File: src/core/liel_map.svh
// Purpose: offsets, bit positions and reset values of the low event bits
// Assumes: 32-bit AXI4-Lite register words, byte addresses
// Notes:   definitions only
`ifndef LIEL_MAP_SVH
`define LIEL_MAP_SVH

// ----------------------------------------------------------------------
// register byte offsets
// ----------------------------------------------------------------------
`define LIEL_ADDR_W          8
`define LIEL_OFS_EVENT_SET   8'h00
`define LIEL_OFS_EVENT_CLR   8'h04
`define LIEL_OFS_MASK_SET    8'h08
`define LIEL_OFS_MASK_CLR    8'h0C
`define LIEL_OFS_PENDING     8'h10

// ----------------------------------------------------------------------
// event bit positions
// ----------------------------------------------------------------------
`define LIEL_BIT_BUS_RESET   17
`define LIEL_BIT_SCAN_DONE   16
`define LIEL_BIT_SCAN_STICKY 15
`define LIEL_BIT_ATOMIC_ERR  9
`define LIEL_BIT_BUFWR_ERR   8
`define LIEL_BIT_RX_SUMMARY  7
`define LIEL_BIT_TX_SUMMARY  6
`define LIEL_BIT_RPLY_PKT    5
`define LIEL_BIT_RQST_PKT    4
`define LIEL_BIT_RPLY_RXDMA  3
`define LIEL_BIT_RQST_RXDMA  2
`define LIEL_BIT_RPLY_SEND   1
`define LIEL_BIT_RQST_SEND   0

// ----------------------------------------------------------------------
// field masks and reset values
// ----------------------------------------------------------------------
`define LIEL_LATCHED_MASK    32'h0003_833F
`define LIEL_IMPL_MASK       32'h0003_83FF
`define LIEL_EVENT_RST       32'h0000_0000
`define LIEL_MASK_RST        32'h0000_0000
`define LIEL_RESP_OKAY       2'h0
`define LIEL_RESP_SLVERR     2'h2

`endif

File: src/core/liel_pkg.sv
// Purpose: types of the low event bits block
// Assumes: liel_map.svh gives the widths
// Notes:   whole module state is one packed struct
`include "liel_map.svh"

package liel_pkg;

    // ------------------------------------------------------------------
    // module state
    // ------------------------------------------------------------------
    typedef struct packed {
        logic [31:0]               event_reg;
        logic [31:0]               mask_reg;
        logic                      rx_sum;
        logic                      tx_sum;
        logic                      aw_held;
        logic [`LIEL_ADDR_W-1:0]   aw_addr;
        logic                      w_held;
        logic [31:0]               w_data;
        logic [3:0]                w_strb;
        logic                      awready;
        logic                      wready;
        logic                      bvalid;
        logic [1:0]                bresp;
        logic                      arready;
        logic                      rvalid;
        logic [31:0]               rdata;
        logic [1:0]                rresp;
        logic                      irq;
    } liel_state_s;

endpackage : liel_pkg

File: src/core/liel_event_low.sv
// Purpose: low eighteen event bits of a link interrupt event register
// Assumes: the ten single-bit event inputs are one-cycle pulses on aclk; the iso context bits are levels
// Notes:   AXI4-Lite slave; sticky bits, mask, one level interrupt
//
// The AXI4-Lite slave port and the placing of the registers were left to the implementer.
`include "liel_map.svh"
`timescale 1ns/1ps
`default_nettype none

module liel_event_low
    import liel_pkg::*;
#(
    parameter int NUM_ISO_RX = 4,
    parameter int NUM_ISO_TX = 4
) (
    input  wire logic                    aclk,
    input  wire logic                    aresetn,
    input  wire logic [`LIEL_ADDR_W-1:0] s_axi_awaddr,
    input  wire logic [2:0]              s_axi_awprot,
    input  wire logic                    s_axi_awvalid,
    output logic                         s_axi_awready,
    input  wire logic [31:0]             s_axi_wdata,
    input  wire logic [3:0]              s_axi_wstrb,
    input  wire logic                    s_axi_wvalid,
    output logic                         s_axi_wready,
    output logic [1:0]                   s_axi_bresp,
    output logic                         s_axi_bvalid,
    input  wire logic                    s_axi_bready,
    input  wire logic [`LIEL_ADDR_W-1:0] s_axi_araddr,
    input  wire logic [2:0]              s_axi_arprot,
    input  wire logic                    s_axi_arvalid,
    output logic                         s_axi_arready,
    output logic [31:0]                  s_axi_rdata,
    output logic [1:0]                   s_axi_rresp,
    output logic                         s_axi_rvalid,
    input  wire logic                    s_axi_rready,
    input  wire logic                    bus_reset_seen_ev,
    input  wire logic                    node_scan_done_ev,
    input  wire logic                    atomic_reply_unacked_ev,
    input  wire logic                    buffered_write_host_fault_ev,
    input  wire logic                    reply_packet_stored_ev,
    input  wire logic                    request_packet_stored_ev,
    input  wire logic                    async_reply_receive_dma_ev,
    input  wire logic                    async_request_receive_dma_ev,
    input  wire logic                    reply_send_done_ev,
    input  wire logic                    request_send_done_ev,
    input  wire logic [NUM_ISO_RX-1:0]   iso_rx_event,
    input  wire logic [NUM_ISO_RX-1:0]   iso_rx_mask,
    input  wire logic [NUM_ISO_TX-1:0]   iso_tx_event,
    input  wire logic [NUM_ISO_TX-1:0]   iso_tx_mask,
    output logic                         irq
);

    // ------------------------------------------------------------------
    // elaboration checks
    // ------------------------------------------------------------------
    if (NUM_ISO_RX < 1 || NUM_ISO_RX > 32) begin : g_bad_rx
        $error("NUM_ISO_RX must lie in 1..32");
    end
    if (NUM_ISO_TX < 1 || NUM_ISO_TX > 32) begin : g_bad_tx
        $error("NUM_ISO_TX must lie in 1..32");
    end

    // ------------------------------------------------------------------
    // helpers
    // ------------------------------------------------------------------
    function automatic logic [31:0] strb_mask(input logic [3:0] strb);
        logic [31:0] m;
        m = '0;
        for (int i = 0; i < 4; i++) begin
            m[i*8 +: 8] = {8{strb[i]}};
        end
        return m;
    endfunction : strb_mask

    function automatic logic is_mapped(input logic [`LIEL_ADDR_W-1:0] a);
        return (a == `LIEL_OFS_EVENT_SET) || (a == `LIEL_OFS_EVENT_CLR)
            || (a == `LIEL_OFS_MASK_SET) || (a == `LIEL_OFS_MASK_CLR)
            || (a == `LIEL_OFS_PENDING);
    endfunction : is_mapped

    // the event word as software sees it, summaries merged in
    function automatic logic [31:0] event_view(input liel_state_s st);
        logic [31:0] v;
        v = st.event_reg & `LIEL_LATCHED_MASK;
        v[`LIEL_BIT_RX_SUMMARY] = st.rx_sum;
        v[`LIEL_BIT_TX_SUMMARY] = st.tx_sum;
        return v;
    endfunction : event_view

    function automatic logic [31:0] read_word(
        input logic [`LIEL_ADDR_W-1:0] a,
        input liel_state_s             st
    );
        logic [31:0] v;
        v = '0;
        case (a)
            `LIEL_OFS_EVENT_SET,
            `LIEL_OFS_EVENT_CLR: begin
                v = event_view(st);
            end
            `LIEL_OFS_MASK_SET,
            `LIEL_OFS_MASK_CLR: begin
                v = st.mask_reg;
            end
            `LIEL_OFS_PENDING: begin
                v = event_view(st) & st.mask_reg;
            end
            default: begin
                v = '0;
            end
        endcase
        return v;
    endfunction : read_word

    // ------------------------------------------------------------------
    // state
    // ------------------------------------------------------------------
    liel_state_s state_reg;
    liel_state_s state_next;

    logic [31:0] hw_set;
    logic [31:0] sw_set;
    logic [31:0] sw_clr;
    logic [31:0] wr_bits;
    logic        do_write;
    logic [31:0] ev;

    // ------------------------------------------------------------------
    // next state
    // ------------------------------------------------------------------
    always_comb begin
        state_next = state_reg;
        hw_set     = '0;
        sw_set     = '0;
        sw_clr     = '0;
        ev         = state_reg.event_reg;

        // live summaries, one register stage behind the context bits
        state_next.rx_sum = |(iso_rx_event & iso_rx_mask);
        state_next.tx_sum = |(iso_tx_event & iso_tx_mask);

        // write address and data are taken independently
        if (s_axi_awvalid && state_reg.awready) begin
            state_next.aw_held = 1'b1;
            state_next.aw_addr = s_axi_awaddr;
        end
        if (s_axi_wvalid && state_reg.wready) begin
            state_next.w_held = 1'b1;
            state_next.w_data = s_axi_wdata;
            state_next.w_strb = s_axi_wstrb;
        end

        do_write = state_reg.aw_held && state_reg.w_held && !state_reg.bvalid;
        wr_bits  = state_reg.w_data & strb_mask(state_reg.w_strb);

        if (do_write) begin
            state_next.aw_held = 1'b0;
            state_next.w_held  = 1'b0;
            state_next.bvalid  = 1'b1;
            state_next.bresp   = is_mapped(state_reg.aw_addr)
                               ? `LIEL_RESP_OKAY : `LIEL_RESP_SLVERR;
            case (state_reg.aw_addr)
                `LIEL_OFS_EVENT_SET: begin
                    sw_set = wr_bits & `LIEL_LATCHED_MASK;
                end
                `LIEL_OFS_EVENT_CLR: begin
                    sw_clr = wr_bits & `LIEL_LATCHED_MASK;
                end
                `LIEL_OFS_MASK_SET: begin
                    state_next.mask_reg = state_reg.mask_reg
                                        | (wr_bits & `LIEL_IMPL_MASK);
                end
                `LIEL_OFS_MASK_CLR: begin
                    state_next.mask_reg = state_reg.mask_reg
                                        & ~(wr_bits & `LIEL_IMPL_MASK);
                end
                default: begin
                    sw_set = '0;
                end
            endcase
        end

        if (state_reg.bvalid && s_axi_bready) begin
            state_next.bvalid = 1'b0;
        end

        // one write in flight: no new address or data until answered
        state_next.awready = !state_next.aw_held && !state_next.bvalid;
        state_next.wready  = !state_next.w_held && !state_next.bvalid;

        // hardware events
        hw_set[`LIEL_BIT_BUS_RESET]   = bus_reset_seen_ev;
        hw_set[`LIEL_BIT_SCAN_DONE]   = node_scan_done_ev;
        hw_set[`LIEL_BIT_SCAN_STICKY] = node_scan_done_ev;
        hw_set[`LIEL_BIT_ATOMIC_ERR]  = atomic_reply_unacked_ev;
        hw_set[`LIEL_BIT_BUFWR_ERR]   = buffered_write_host_fault_ev;
        hw_set[`LIEL_BIT_RPLY_PKT]    = reply_packet_stored_ev;
        hw_set[`LIEL_BIT_RQST_PKT]    = request_packet_stored_ev;
        hw_set[`LIEL_BIT_RPLY_RXDMA]  = async_reply_receive_dma_ev;
        hw_set[`LIEL_BIT_RQST_RXDMA]  = async_request_receive_dma_ev;
        hw_set[`LIEL_BIT_RPLY_SEND]   = reply_send_done_ev;
        hw_set[`LIEL_BIT_RQST_SEND]   = request_send_done_ev;

        // software first, then hardware so a hardware set always wins a clear
        ev = (ev | sw_set) & ~sw_clr;
        if (bus_reset_seen_ev) begin
            ev[`LIEL_BIT_SCAN_DONE] = 1'b0;
        end
        ev = ev | hw_set;
        // reserved and summary positions never hold state
        state_next.event_reg = ev & `LIEL_LATCHED_MASK;

        // read channel
        if (state_reg.rvalid && s_axi_rready) begin
            state_next.rvalid = 1'b0;
        end
        if (s_axi_arvalid && state_reg.arready) begin
            state_next.rvalid = 1'b1;
            state_next.rdata  = read_word(s_axi_araddr, state_reg);
            state_next.rresp  = is_mapped(s_axi_araddr)
                              ? `LIEL_RESP_OKAY : `LIEL_RESP_SLVERR;
        end
        state_next.arready = !state_next.rvalid;

        // level interrupt while any unmasked bit stands
        state_next.irq = |(event_view(state_next) & state_next.mask_reg);
    end

    // ------------------------------------------------------------------
    // registers
    // ------------------------------------------------------------------
    always_ff @(posedge aclk) begin
        if (!aresetn) begin
            state_reg           <= '0;
            state_reg.event_reg <= `LIEL_EVENT_RST;
            state_reg.mask_reg  <= `LIEL_MASK_RST;
        end else begin
            state_reg <= state_next;
        end
    end

    // ------------------------------------------------------------------
    // outputs
    // ------------------------------------------------------------------
    assign s_axi_awready = state_reg.awready;
    assign s_axi_wready  = state_reg.wready;
    assign s_axi_bvalid  = state_reg.bvalid;
    assign s_axi_bresp   = state_reg.bresp;
    assign s_axi_arready = state_reg.arready;
    assign s_axi_rvalid  = state_reg.rvalid;
    assign s_axi_rdata   = state_reg.rdata;
    assign s_axi_rresp   = state_reg.rresp;
    assign irq           = state_reg.irq;

endmodule : liel_event_low

`default_nettype wire

File: config.mk
export PLATFORM = sky130hd
export DESIGN_NAME = liel_event_low
export DESIGN_NICKNAME = d
export VERILOG_FILES = /design/src/core/liel_pkg.sv /design/src/core/liel_event_low.sv
export VERILOG_INCLUDE_DIRS = /design/src /design/src/core
export SDC_FILE = /design/constraint.sdc
export NUM_CORES = 1
export LEC_CHECK = 0
export BUFFER_PORTS_ARGS = -buffer_cell sky130_fd_sc_hd__buf_2
export CORE_ASPECT_RATIO = 0.9
export CORE_UTILIZATION = 50
export CTS_BUF_LIST = sky130_fd_sc_hd__clkbuf_4 sky130_fd_sc_hd__clkbuf_8
export CTS_CLUSTER_DIAMETER = 200
export DETAILED_ROUTE_END_ITERATION = 6
export HOLD_SLACK_MARGIN = 0.15
export MAX_ROUTING_LAYER = met4
export PLACE_DENSITY = 0.82
export SYNTH_ARGS = -nofsm -noshare
export SYNTH_HDL_FRONTEND = slang
export SYNTH_SLANG_ARGS = --single-unit
File: constraint.sdc
create_clock -name aclk -period 2.8 [get_ports aclk]
set_clock_uncertainty 0.2 [all_clocks]
set_input_delay 0.14 -clock aclk [delete_from_list [all_inputs] [get_ports aclk]]
set_output_delay 0.14 -clock aclk [all_outputs]
set_load 0.01 [all_outputs]
==> run metrics, run 1 <==
Worst Path Arrival=2.66 ns; Synth Flop Type=dfxtp_1; worst-path maximum fanout=10; total length of routed wires=8580 um; register area share after synthesis=42.9%; worst hold path class=input port to flip-flop; ys async rst share=0%; Leak=2.05 nW; count leader, synth=dfxtp_1; Mean Syn Cell Area=8.27 sq um; Sequential Power Share=47.3%; final hold vios=0; Gate Count Post-Synth=412; status=completed; Routed wire per std cell=13.6 um; TritonCTS Sinks=73; CTS Buf Count=9; Die Y=80.3 um; Initial Util=51.7%; worst-margin pin slew=0.583 ns; crit path time final=2.56 ns; Die W=89.0 um; Post-CTS Resized=0; Critical Path Sink Type=flip-flop; power density cells=526 mW/mm^2; Sw Ratio=24.7%; Area Overhead vs Synth=32.7%; metal2 WL=4190 um; HPWL Detailed=5770 um; Residual DRC=0; Placed Instance Area=0.00370 sq mm; top sig layer=met4; number of global-route vias before repair=2,992; remaining antenna violation count=0; port bufs=85; highest clock rate=390 MHz; number of cell rows=28; fin crit share=91.5%; Setup Fix Bufs, Post-CTS=0; Sw Pwr=0.587 mW; layout cells sized above 1=22.0%; synthesis warning total=0; die area=0.00715 sq mm; Reg clk slew, reported paths=0.08 ns; reg2reg setup slack=0.24 ns; first-pass GRT wire length=13,700 um; largest net degree at the start of global routing=37; met3 WL post-DR=563 um; crit path kind=flip-flop to flip-flop; CTS Buffer Depth=2; Largest register FFs=52; Via Count=3,268; initial DRC count=219; FF+latch count, synth=73; CTS tree=yes; synth top area cells=dfxtp_1, buf_4, nand2_1, nor2_1, a21oi_1; insertion delay to the later sink of the worst-skew pair=0.35 ns; Peak VDD IR=0.342 mV; Max-slew headroom=61.1%; total gr overflow=0; RSZ-0062 raised after global routing=false; RD Place Congestion=0.829; endpoints failing setup=0; Slew Limit Fails=0; most instantiated cells after synthesis=dfxtp_1, nand2_1, nor2_1; clock root buffer=clkbuf_8; H-tree depth=3; P_int=1.79 mW; Total GRT Usage=26.1%; TNS Setup=0 ns; nets=626; met1 wire length=3760 um; Pre-antenna DRT Iters=5; post-synthesis instance area=0.00341 sq mm; critical path launch point type=flip-flop; IO Count=133; initial antenna violation count=0; maxcap violations=0; Post-synth EDFFs=0; Synth cell types=46; # hold bufs at CTS=59; Synth top area share=42.9%; critical path required time=2.89 ns; Final Cell Area=0.00452 sq mm; Via density=5.19; core area=0.00659 sq mm; Ant. Diodes=0; Gate power share=13.6%; post-synth top area cell=dfxtp_1; Clock Power Share=39.1%
[final timing paths]
kind | startpoint | endpoint | cells after the start
worst max register to register | state_reg[83] | state_reg[138] | 5
worst min register to register | state_reg[61] | state_reg[61] | 2
worst min-delay path | iso_tx_event[3] | irq | 5
worst max-delay path | state_reg[83] | state_reg[138] | 5
[layout by cell type (no fill, tap or decap), types with 3 or more instances in the layout]
cell type and count:
a211oi_1 5, and3_1 3, a21oi_1 36, mux2i_1 5, dfxtp_1 73, nor3_1 17
o21ai_0 8, and4b_1 3, clkbuf_8 11, nand2_1 61, and2_1 8, buf_4 7
dlygate4sd3_1 59, conb_1 21, inv_1 3, a21o_1 13, nand4_1 18, nor2_1 50
buf_2 85, a221oi_1 15
[cells by family after synthesis]
family,share of synthesized area (%)
DFF,42.9
AOI/OAI and AO/OA,18.8
and+or+nand+nor,25.1
muxes,1.80
other,0.110
buffers and inverters,11.3
[stage by stage]
step	total power, mW	util (%)	worst slack (ns)	instances	hold slack (ns)
CTS	2.38	68.7	0.284	630	0.164
detailed placement	1.40	56.2	0.365	555	0.174
floorplan	1.34	-	0.694	432	0.0582
global placement	1.39	56.2	0.435	555	0.168
global route	2.49	68.7	0.117	630	0.199
finish	2.38	68.7	0.237	630	0.176
[power by group through the flow]
stage | logic (mW) | registers (mW) | clock network (mW)
after detailed placement | 0.255 | 1.15 | 0
after floorplan | 0.199 | 1.14 | 0
final | 0.324 | 1.13 | 0.929
after global placement | 0.249 | 1.15 | 0
after CTS | 0.317 | 1.13 | 0.939
after global routing | 0.361 | 1.13 | 0.999
[critical path: stages (launching register included)]
cell and delay [ns]:
dfxtp_1 0.37, nor4_4 0.58, nand2_2 0.16, or4_1 0.45, a31oi_1 0.19, dlygate4sd3_1 0.56
[cell type report]
class / instances / area [sq um]
Multi-Input combinational cell: 296 / 1640
Sequential cell: 73 / 1460
Clock inverter: 5 / 77.6
Tap cell: 90 / 113
Timing Repair Buffer: 151 / 1070
Clock buffer: 11 / 151
Fill cell: 560 / 2060
Inverter: 4 / 15.0
[per-layer routing]
metal	vias up	track usage [%]
met5	-	-
met4	0	5.56
met3	7	8.43
met2	126	42.8
met1	1486	31.4
li1	1649	-
Power figures use the tool's default switching activity.
==> run 2, diff against run 1 <==
- PLACE_DENSITY: 0.82 -> 0.85
==> run metrics, run 2 (same netlist as run 1, synthesis figures left out) <==
status=completed; critical path required time=2.89 ns; core area=0.00659 sq mm; remaining antenna violation count=0; nets=627; CTS tree=yes; slowest CP cell=nor4_4; endpoints failing setup=0; Critical Path Sink Type=flip-flop; Worst Path Arrival=2.65 ns; Routed wire per std cell=13.7 um; final hold vios=0; Total GRT Usage=25.9%; crit path time final=2.56 ns; CTS Buf Count=9; RSZ-0062 raised after global routing=false; fin crit share=91.4%; number of cell rows=28; Post-CTS Resized=0; Final Cell Area=0.00452 sq mm; Min Hold Slack=0.178 ns; die area=0.00715 sq mm; Via Count=3,325; clock root buffer=clkbuf_8; RD Place Congestion=0.797; reg2reg setup slack=0.24 ns; Max stage delay on crit path=0.57 ns; Peak VDD IR=0.324 mV; CP top delay family=simple AND/OR/NAND/NOR gates; TritonCTS Sinks=73; port bufs=85; most frequent cells in the layout=buf_2, dfxtp_1, nand2_1; Initial Util=51.7%; crit path kind=flip-flop to flip-flop; commonest non-fill, non-tap cell in the layout=buf_2; crit path cell chain=nor4_4 > nand2_2 > or4_1 > a31oi_1 > dlygate4sd3_1; TNS Setup=0 ns; Max-slew headroom=60.1%; CTS Buffer Depth=2; maxcap violations=0; worst hold path class=input port to flip-flop; Reg clk slew, reported paths=0.08 ns; total gr overflow=0; critical path launch point type=flip-flop; H-tree depth=3; Largest register FFs=52; Residual DRC=0; Placed Instance Area=0.00370 sq mm; Via density=5.27; number of global-route vias before repair=2,938; Setup Fix Bufs, Post-CTS=0; Pre-antenna DRT Iters=4; Power Total=2.35 mW; worst-margin pin slew=0.598 ns; IO Count=133; Die Y=80.3 um; highest clock rate=391 MHz; Final Non-Filler Cells=631; Die W=89.0 um; total length of routed wires=8650 um; Slew Limit Fails=0; placed instance count=555; largest net degree at the start of global routing=26; insertion delay to the later sink of the worst-skew pair=0.35 ns; layout cells sized above 1=22.0%; Leak=2.06 nW; worst-path maximum fanout=10; HPWL Detailed=5640 um; initial DRC count=193; power density cells=519 mW/mm^2; Area Overhead vs Synth=32.7%; first-pass GRT wire length=13,600 um; buffers plus inverters on the worst setup path=1; Ant. Diodes=0; initial antenna violation count=0
run 2: changes by cell type in the layout (fill, tap and decap cells not counted), sizes merged:
cell,previous run,this run
clkbuf,11,9
dlygate4sd3,59,60
clkinv,2,4
run 2: stage by stage:
step | util, % | setup WS, ns
floorplan | - | 0.694
global placement | 56.2 | 0.509
detailed placement | 56.2 | 0.432
CTS | 68.7 | 0.270
global route | 68.7 | 0.141
finish | 68.7 | 0.241
run 2: layer usage:
metal / routed length, um / up-vias / GRT usage, %
li1: - / 1651 / -
met1: 3920 / 1527 / 31.7
met2: 4090 / 138 / 41.7
met3: 537 / 9 / 7.19
met4: 99 / 0 / 7.62
met5: 0 / - / -
run 2: worst min-delay path: cells and delay by family:
kind / cells / cell delay, ns
buf+inv: 1 / 0.08
simple gates: 1 / 0.13
compound gates: 3 / 0.33
run 2: timing repair:
item                       CTS  global route
hold buffers                60             0
setup endpoints to repair    0             0
hold endpoints to repair    48             0
run 2: power by group:
| group | internal (mW) | total, mW | leakage (nW) | switching, mW |
|---|---|---|---|---|
| Clock | 0.501 | 0.895 | 0.109 | 0.394 |
| Sequential | 1.09 | 1.13 | 0.598 | 0.0370 |
| Combinational | 0.158 | 0.328 | 1.35 | 0.170 |
| Total | 1.75 | 2.35 | 2.06 | 0.601 |
run 2: layout make-up:
class                           count  area [sq um]
Multi-Input combinational cell    296          1640
Timing Repair Buffer              152          1080
Clock inverter                      7          95.1
Sequential cell                    73          1460
Inverter                            4          15.0
Tap cell                           90           113
Clock buffer                        9           124
Fill cell                         560          2060
run 2: path summary, 6_finish.rpt:
path	startpoint	end	depth (start not counted)
worst max-delay path	state_reg[83]	state_reg[138]	5
worst min-delay path	iso_tx_event[3]	irq	5
worst max register to register	state_reg[83]	state_reg[138]	5
worst min register to register	s_axi_bresp[1]	s_axi_bresp[1]	2
